$ cat src/rtcca_pkg.sv
package rtcca_pkg;
    // ------------------------------------------------------------
    // clock source selection
    // ------------------------------------------------------------
    typedef enum logic [1:0] {
        RTCCA_SRC_XTAL = 2'h0,
        RTCCA_SRC_LSRC = 2'h1,
        RTCCA_SRC_HSDV = 2'h2
    } rtcca_src_t;

    // ------------------------------------------------------------
    // widths, reset values and counts
    // ------------------------------------------------------------
    localparam int          RTCCA_CNT_W      = 32;
    localparam int          RTCCA_PRE_W      = 20;
    localparam int          RTCCA_HSE_DIV    = 128;
    localparam int          RTCCA_HSE_DIV_W  = 7;
    localparam int          RTCCA_XTAL_HZ    = 32768;
    localparam int          RTCCA_CAL_HZ     = 512;
    // a 32.768 kHz source divided by 32768 gives one tick per second
    localparam logic [19:0] RTCCA_PRE_RST    = 20'h07FFF;
    // 32768 / 512 = 64 source cycles per calibration period
    localparam int          RTCCA_CAL_DIV    = RTCCA_XTAL_HZ / RTCCA_CAL_HZ;
    localparam logic [5:0]  RTCCA_CAL_HALF   = 6'h1F;
endpackage

$ cat src/rtcca_src_sel.sv
module rtcca_src_sel (
    input  wire logic                  ref_clk_i,
    input  wire logic                  rst_i,
    input  wire rtcca_pkg::rtcca_src_t src_sel_i,
    input  wire logic                  xtal_en_i,
    input  wire logic                  lsrc_en_i,
    input  wire logic                  hse_en_i,
    output logic                       src_en_o
);
    import rtcca_pkg::*;

    // last count of the fixed divider, where one pulse passes
    localparam logic [RTCCA_HSE_DIV_W-1:0] HSE_LAST =
        RTCCA_HSE_DIV_W'(RTCCA_HSE_DIV - 1);

    // ------------------------------------------------------------
    // high-speed source, fixed divide by 128
    // ------------------------------------------------------------
    logic [RTCCA_HSE_DIV_W-1:0] hse_cnt_r;
    logic                       hse_div_en;

    always_ff @(posedge ref_clk_i) begin
        if (rst_i) begin
            hse_cnt_r <= 7'h00;
        end else if (hse_en_i) begin
            hse_cnt_r <= hse_cnt_r + 7'h01;
        end
    end

    assign hse_div_en = hse_en_i && (hse_cnt_r == HSE_LAST);

    // ------------------------------------------------------------
    // source mux
    // ------------------------------------------------------------
    always_comb begin
        case (src_sel_i)
            RTCCA_SRC_XTAL: src_en_o = xtal_en_i;
            RTCCA_SRC_LSRC: src_en_o = lsrc_en_i;
            RTCCA_SRC_HSDV: src_en_o = hse_div_en;
            default:        src_en_o = 1'b0;
        endcase
    end

    AST_HSE_WRAP: assert property (
        @(posedge ref_clk_i) disable iff (rst_i)
        hse_div_en |=> hse_cnt_r == '0)
        else $error("high-speed divider did not wrap");

    AST_HSE_HOLD: assert property (
        @(posedge ref_clk_i) disable iff (rst_i)
        !hse_en_i |=> $stable(hse_cnt_r))
        else $error("high-speed divider moved without a pulse");
endmodule

$ cat src/rtcca_top.sv
module rtcca_top #(
    parameter int CNT_W = rtcca_pkg::RTCCA_CNT_W,
    parameter int PRE_W = rtcca_pkg::RTCCA_PRE_W
) (
    input  wire logic                  ref_clk_i,
    input  wire logic                  rst_i,
    input  wire rtcca_pkg::rtcca_src_t src_sel_i,
    input  wire logic                  xtal_en_i,
    input  wire logic                  lsrc_en_i,
    input  wire logic                  hse_en_i,
    input  wire logic                  pre_load_i,
    input  wire logic [PRE_W-1:0]      pre_val_i,
    input  wire logic                  cnt_load_i,
    input  wire logic [CNT_W-1:0]      cnt_val_i,
    input  wire logic [CNT_W-1:0]      cmp_val_i,
    input  wire logic                  cal_en_i,
    output logic [CNT_W-1:0]           cnt_o,
    output logic                       tick_o,
    output logic                       alarm_o,
    output logic                       cal_clk_o
);
    import rtcca_pkg::*;

    logic                 src_en;
    logic [PRE_W-1:0]     pre_reload_r;
    logic [PRE_W-1:0]     pre_cnt_r;
    logic                 wrap;
    logic [5:0]           cal_cnt_r;

    // ------------------------------------------------------------
    // source selection
    // ------------------------------------------------------------
    rtcca_src_sel u_src (
        .ref_clk_i (ref_clk_i),
        .rst_i     (rst_i),
        .src_sel_i (src_sel_i),
        .xtal_en_i (xtal_en_i),
        .lsrc_en_i (lsrc_en_i),
        .hse_en_i  (hse_en_i),
        .src_en_o  (src_en)
    );

    // ------------------------------------------------------------
    // prescaler
    // ------------------------------------------------------------
    always_ff @(posedge ref_clk_i) begin
        if (rst_i) begin
            pre_reload_r <= PRE_W'(RTCCA_PRE_RST);
        end else if (pre_load_i) begin
            pre_reload_r <= pre_val_i;
        end
    end

    assign wrap = src_en && (pre_cnt_r == '0);

    // a new reload takes effect at the next wrap, so the running
    // second is never cut short by a reload write
    always_ff @(posedge ref_clk_i) begin
        if (rst_i) begin
            pre_cnt_r <= PRE_W'(RTCCA_PRE_RST);
        end else if (wrap) begin
            pre_cnt_r <= pre_reload_r;
        end else if (src_en) begin
            pre_cnt_r <= pre_cnt_r - PRE_W'(1'h1);
        end
    end

    // ------------------------------------------------------------
    // counter, tick and alarm
    // ------------------------------------------------------------
    // the count rolls from all ones to zero with no carry out
    // a load wins over a tick in the same cycle
    always_ff @(posedge ref_clk_i) begin
        if (rst_i) begin
            cnt_o <= '0;
        end else if (cnt_load_i) begin
            cnt_o <= cnt_val_i;
        end else if (wrap) begin
            cnt_o <= cnt_o + CNT_W'(1'h1);
        end
    end

    always_ff @(posedge ref_clk_i) begin
        if (rst_i) begin
            tick_o <= 1'b0;
        end else begin
            tick_o <= wrap;
        end
    end

    // alarm fires once, as the counter steps onto the compare value
    always_ff @(posedge ref_clk_i) begin
        if (rst_i) begin
            alarm_o <= 1'b0;
        end else begin
            alarm_o <= !cnt_load_i && wrap
                       && ((cnt_o + CNT_W'(1'h1)) == cmp_val_i);
        end
    end

    // ------------------------------------------------------------
    // calibration clock
    // ------------------------------------------------------------
    // only 512 Hz when the source is a true 32.768 kHz crystal
    always_ff @(posedge ref_clk_i) begin
        if (rst_i || !cal_en_i) begin
            cal_cnt_r <= 6'h00;
            cal_clk_o <= 1'b0;
        end else if (src_en) begin
            cal_cnt_r <= cal_cnt_r + 6'h01;
            if (cal_cnt_r == RTCCA_CAL_HALF || cal_cnt_r == 6'h3F) begin
                cal_clk_o <= !cal_clk_o;
            end
        end
    end

    // ------------------------------------------------------------
    // check helpers
    // ------------------------------------------------------------
    // counts source pulses upward, apart from the down-counter, so a
    // slip in the prescaler shows as a period of the wrong length
    logic [PRE_W:0]       chk_pulses_r;
    logic [PRE_W-1:0]     chk_len_r;

    always_ff @(posedge ref_clk_i) begin
        if (rst_i) begin
            chk_pulses_r <= '0;
            chk_len_r    <= PRE_W'(RTCCA_PRE_RST);
        end else if (wrap) begin
            chk_pulses_r <= '0;
            chk_len_r    <= pre_reload_r;
        end else if (src_en) begin
            chk_pulses_r <= chk_pulses_r + (PRE_W+1)'(1'h1);
        end
    end

    // ------------------------------------------------------------
    // checks: counter and alarm
    // ------------------------------------------------------------
    AST_RST_OUT: assert property (
        @(posedge ref_clk_i)
        rst_i |=> cnt_o == '0 && !tick_o && !alarm_o && !cal_clk_o)
        else $error("outputs not cleared by reset");

    AST_CNT_LOAD: assert property (
        @(posedge ref_clk_i) disable iff (rst_i)
        cnt_load_i |=> cnt_o == $past(cnt_val_i))
        else $error("counter did not take loaded value");

    AST_CNT_HOLD: assert property (
        @(posedge ref_clk_i) disable iff (rst_i)
        !cnt_load_i && !wrap |=> $stable(cnt_o))
        else $error("counter moved without tick or load");

    AST_ALARM: assert property (
        @(posedge ref_clk_i) disable iff (rst_i)
        alarm_o |-> cnt_o == $past(cmp_val_i))
        else $error("alarm without compare match");

    AST_ALARM_STEP: assert property (
        @(posedge ref_clk_i) disable iff (rst_i)
        wrap && !cnt_load_i |=> alarm_o == (cnt_o == $past(cmp_val_i)))
        else $error("alarm does not follow the step onto compare");

    AST_ALARM_LOAD: assert property (
        @(posedge ref_clk_i) disable iff (rst_i)
        cnt_load_i |=> !alarm_o)
        else $error("alarm raised by a counter load");

    AST_TICK_INC: assert property (
        @(posedge ref_clk_i) disable iff (rst_i)
        wrap && !cnt_load_i |=> tick_o
            && cnt_o == $past(cnt_o) + CNT_W'(1'h1))
        else $error("wrap did not tick and increment");

    AST_TICK_CAUSE: assert property (
        @(posedge ref_clk_i) disable iff (rst_i)
        tick_o |-> $past(src_en) && $past(pre_cnt_r) == '0)
        else $error("tick without wrap");

    AST_CLASH_TICK: assert property (
        @(posedge ref_clk_i) disable iff (rst_i)
        cnt_load_i && wrap |=> tick_o && !alarm_o)
        else $error("tick lost when a load met a wrap");

    // ------------------------------------------------------------
    // checks: prescaler, source and calibration
    // ------------------------------------------------------------
    AST_RST_PRE: assert property (
        @(posedge ref_clk_i)
        rst_i |=> pre_reload_r == PRE_W'(RTCCA_PRE_RST))
        else $error("prescaler reset value wrong");

    AST_PRE_LOAD: assert property (
        @(posedge ref_clk_i) disable iff (rst_i)
        pre_load_i |=> pre_reload_r == $past(pre_val_i))
        else $error("prescaler reload value not stored");

    AST_PRE_HOLD: assert property (
        @(posedge ref_clk_i) disable iff (rst_i)
        !src_en |=> $stable(pre_cnt_r))
        else $error("prescaler moved without source pulse");

    AST_PRE_RELOAD: assert property (
        @(posedge ref_clk_i) disable iff (rst_i)
        wrap |=> pre_cnt_r == $past(pre_reload_r))
        else $error("prescaler did not reload");

    AST_PERIOD: assert property (
        @(posedge ref_clk_i) disable iff (rst_i)
        wrap |-> chk_pulses_r == {1'b0, chk_len_r})
        else $error("tick period differs from reload");

    AST_SRC_NONE: assert property (
        @(posedge ref_clk_i) disable iff (rst_i)
        src_sel_i == rtcca_src_t'(2'h3) |-> !src_en)
        else $error("source pulse with no source selected");

    AST_HSE_PICK: assert property (
        @(posedge ref_clk_i) disable iff (rst_i)
        src_sel_i == RTCCA_SRC_HSDV && src_en |-> hse_en_i)
        else $error("divided source pulse without a high-speed pulse");

    AST_CAL_OFF: assert property (
        @(posedge ref_clk_i) disable iff (rst_i)
        !cal_en_i |=> !cal_clk_o)
        else $error("calibration clock while disabled");

    AST_CAL_STEP: assert property (
        @(posedge ref_clk_i) disable iff (rst_i)
        $changed(cal_clk_o) |-> $past(src_en) || !$past(cal_en_i))
        else $error("calibration clock moved without a source pulse");
endmodule

$ cat config.mk
export PLATFORM = sky130hd
export DESIGN_NAME = rtcca_top
export DESIGN_NICKNAME = d
export VERILOG_FILES = /design/src/rtcca_pkg.sv /design/src/rtcca_src_sel.sv /design/src/rtcca_top.sv
export SDC_FILE = /design/constraint.sdc
export NUM_CORES = 1
export LEC_CHECK = 0
export ABC_AREA = 0
export BUFFER_PORTS_ARGS = -buffer_cell sky130_fd_sc_hd__buf_4
export CAP_MARGIN = 30
export CORE_AREA = 2 2 108 110
export DETAILED_ROUTE_END_ITERATION = 10
export DIE_AREA = 0 0 110 112
export PLACE_DENSITY = 0.73
export SKIP_LAST_GASP = 1
export SLEW_MARGIN = 20
export SYNTH_ARGS = -nofsm -noshare
export SYNTH_HDL_FRONTEND = slang
export SYNTH_HIERARCHICAL = 1
export SYNTH_SLANG_ARGS = --single-unit
$ cat constraint.sdc
create_clock -name ref_clk_i -period 2.9 [get_ports ref_clk_i]
set_input_delay 0.58 -clock ref_clk_i [delete_from_list [all_inputs] [get_ports ref_clk_i]]
set_output_delay 0.58 -clock ref_clk_i [all_outputs]
set_load 0.05 [all_outputs]
==> results.txt <==
- In the final design database the tool counted 898 nets.
- Maximum buffer depth of the clock tree: 2
- Max-slew headroom at the worst pin: 58.9%
- Ranking of synthesized cells by instance count: sky130_fd_sc_hd__nand2_1, sky130_fd_sc_hd__dfxtp_1, sky130_fd_sc_hd__nor2_1
- Summed over all instances, the cell type with the most area after synthesis is sky130_fd_sc_hd__dfxtp_1.
* Power density cells: 442 nW/um^2
- At the worst endpoint, the required time is 3.15 ns.
- Number of buffers created by CTS: 9
* Wire length per cell: 16.2 um
- MaxCap Viol Count: 0
- Start-to-end type of the worst setup path: flip-flop to flip-flop
- Critical path arrival: 2.95 ns
- Number of setup violations in the final report: 0
- The Yosys step of the flow raised 6 warnings.
- Sequential elements use 32.7% of the synthesized area.
* Maximum resistive drop on vdd: 0.000266 V
* Number of distinct library cells after synthesis: 66
* Final number of hold-violating endpoints: 0
- Slew of the pin with the lowest slew margin: 0.611 ns
* Total wire length after detailed routing: 15300 um
- In this run the most critical hold path is launched from pre_val_i[11].
- Entering global routing, the biggest net connects 32 pins.
- First-pass GRT wire length: 24700 um
* Highest net fanout along the worst path: 10
- Cell types with the largest area share after synthesis: sky130_fd_sc_hd__dfxtp_1, sky130_fd_sc_hd__xnor2_1, sky130_fd_sc_hd__mux2i_1, sky130_fd_sc_hd__nand2_1, sky130_fd_sc_hd__nor2_1
- The congestion estimate from routability-driven global placement came to 0.911.
- Of the cells placed in the final design, the portion with a size suffix greater than 1 is 24.8%.
- Global routing finished with a remaining overflow of 0.
- Pre-antenna DRT Iters: 5
* Cell depth of the worst min-delay path: 3
- The worst register-to-register path has a setup slack of 0.20 ns.
- Detail Placement HPWL: 11500 um
- On the final layout, the worst clock skew is 0.00858 ns.
- The share of total power dissipated in combinational logic is 18.0%.
- Type of the tightest min-delay check: input port to flip-flop
* Site Rows: 39
- The floorplan step defined a die boundary enclosing 12300 sq um.
- The startpoint identified for the worst register-to-register timing path is cnt_o[7]$_SDFFE_PP0P_.
- The number of hold buffers added after CTS was 0.
* Netlist Area Pre-Place: 5320 sq um
* Share of the cycle needed by the critical path after routing: 93.2%
* Int Power: 2.17 mW
- Number of vias after detailed routing: 5347
- Insertion delay of the later-clocked pin in the worst-skew pair: 0.34 ns
* Layout Utilization: 61.3%
- Post-CTS timing repair inserted 0 buffers for setup.
- Power share of the clock group: 38.8%
- STA classifies the critical path startpoint as a flip-flop.
- The core region is 11200 sq um.
* Hold Path End: pre_reload_r[11]$_SDFFE_PP1P_
- Net Sw Frac: 28.5%
- Portion of total power attributed to sequential cells: 43.2%
- The via count of the first global-routing pass is 5193.
- Iteration-0 DRC Markers: 345
- Vertical die dimension: 112 um
* Number of sinks on the clock net: 87
- Setup repair after global routing missed its margin: no
* Filler cell count: 1000
* Post-synth EDFFs: 0
- Initial cell density of the core: 47.6%
- The synthesized design devotes to its leading area cell type 32.7% of total area.
- Using the TritonRoute via totals, the vias-per-cell ratio works out to 5.65.
- End of the worst register-to-register path: alarm_o$_SDFF_PP0_
- TritonCTS built the clock tree.
- STA classifies the critical path endpoint as a flip-flop.
- The root buffer cell chosen for the clock tree is sky130_fd_sc_hd__clkbuf_16.
- Input and output buffers added on the ports amount to 128.
- Growth of design area from synthesis to finish: 28.8%
* Top Ports: 129
- After layout, the design draws a total of 3.03 mW.
* Final slew viol count: 0
- Number of cells traversed by the worst register-to-register path: 7
* All-Layer GR Usage: 24.9%
- Async set-or-reset flop fraction in the synthesized netlist: 0%
- Clock transition at path regs: 0.07 ns
* Final period demand of the worst path: 2.70 ns
- In this run the remaining antenna-violating nets after routing total 0.
* Most common cell in the synthesized netlist: sky130_fd_sc_hd__nand2_1
* Number of cells produced by synthesis: 668
- #FFs+latches synth: 87
- In the synthesized netlist the dominant register cell turns out to be sky130_fd_sc_hd__dfxtp_1.
- Number of H-tree levels: 3
* Net Switching: 0.864 mW
- Counting every net in the synthesized netlist gives 766.
* Run status: complete, no violations
* Leakage power total: 2.85 nW
* Antenna fix cells: 0
- Final setup TNS: 0 ns
- Fmax achieved: 370 MHz
- A synthesized cell averages 7.97 sq um.
- The die is 110 um wide.
* Antenna violations before repair: 0
- Tightest hold margin: 0.457 ns
* Remaining DRCs: 0
worst max path at each step:
stage,from,end
detailed placement,hse_en_i,cnt_o[21]$_SDFFE_PP0P_
floorplan,hse_en_i,pre_cnt_r[9]$_SDFFE_PP1P_
global route,u_src/hse_cnt_r[0]$_SDFFE_PP0P_,cnt_o[21]$_SDFFE_PP0P_
CTS,u_src/hse_cnt_r[0]$_SDFFE_PP0P_,cnt_o[21]$_SDFFE_PP0P_
global placement,hse_en_i,cnt_o[21]$_SDFFE_PP0P_
finish,cnt_o[7]$_SDFFE_PP0P_,alarm_o$_SDFF_PP0_
state kept, by name (all words and copies together) (netlist names):
name and count:
pre_cnt_r 20, pre_reload_r 20, alarm_o 1, u_src/hse_cnt_r 7
cal_clk_o 1, cnt_o 32, cal_cnt_r 5, tick_o 1
metal layers:
layer  track usage [%]  part of all wire [%]  up-vias
met5                 0                     0        -
met3              2.69                   7.3       30
met2              42.8                    50      222
met1              31.9                    40     2496
li1                  -                     -     2599
met4              8.86                   2.0        0
layout by cell type, fill, tap and decap left out, drive strengths merged, types with 4 or more instances in the layout:
master | netlist | layout
a211oi | 6 | 6
nor3 | 18 | 18
o21ai | 29 | 29
nor2 | 76 | 76
and4 | 5 | 5
and2 | 6 | 6
nor4 | 15 | 15
xor2 | 27 | 27
mux2i | 39 | 39
nor3b | 4 | 4
a21oi | 26 | 26
or4 | 4 | 4
dfxtp | 87 | 87
clkbuf | 25 | 9
nand4 | 23 | 23
nand2 | 91 | 91
nor2b | 6 | 6
nand2b | 4 | 4
nand3 | 26 | 26
ha | 4 | 4
buf | 15 | 161
xnor2 | 53 | 53
or3 | 10 | 10
and3 | 9 | 9
inv | 15 | 17
logic make-up (layout without fill, tap and decap cells):
group | Yosys count | after routing | synth area share, %
simple gates | 304 | 304 | 29.1
compound gates | 95 | 95 | 11.3
flops | 87 | 87 | 32.7
xor+xnor | 80 | 80 | 13.2
buf+inv | 56 | 192 | 4.66
mux | 42 | 42 | 8.11
fa+ha+maj | 4 | 4 | 0.941
metrics by stage:
step	instance area, sq um	setup slack (ns)	cells
finish	6850	0.197	947
global route	6850	0.0308	947
CTS	6840	0.0665	947
detailed placement	6550	-0.0496	932
global placement	6550	-0.0149	932
floorplan	5320	0.0966	668
cell type report:
cell class | instances | area, sq um | area share, %
clock buffers | 9 | 225 | 3.29
clock inverters | 6 | 70.1 | 1.02
inverters | 16 | 60.1 | 0.877
multi-input cells | 525 | 3350 | 48.9
flip-flops and latches | 87 | 1740 | 25.5
well taps | 143 | 179 | 2.61
repair buffers | 161 | 1220 | 17.9
power groups by stage:
stage | clock, mW | combinational (mW) | sequential, mW
final | 1.18 | 0.545 | 1.31
after global routing | 1.24 | 0.588 | 1.32
after CTS | 1.19 | 0.545 | 1.31
after detailed placement | 0 | 0.542 | 1.33
after global placement | 0 | 0.533 | 1.33
after floorplan | 0 | 0.249 | 1.40
worst max-delay path, stage by stage (launching register included):
cell and delay, ns:
sky130_fd_sc_hd__dfxtp_1 0.54, sky130_fd_sc_hd__nand4_1 0.19, sky130_fd_sc_hd__or4_1 0.56, sky130_fd_sc_hd__nor2_1 0.28, sky130_fd_sc_hd__xnor2_1 0.12, sky130_fd_sc_hd__a2111oi_1 0.44
sky130_fd_sc_hd__nand4_1 0.20, sky130_fd_sc_hd__nor4b_2 0.27
timing repair:
action | in CTS | in global routing
endpoints found under the hold margin | 0 | 0
endpoints found under the setup margin | 0 | 6
resized for setup | 0 | 4
Power figures use the tool's default switching activity.
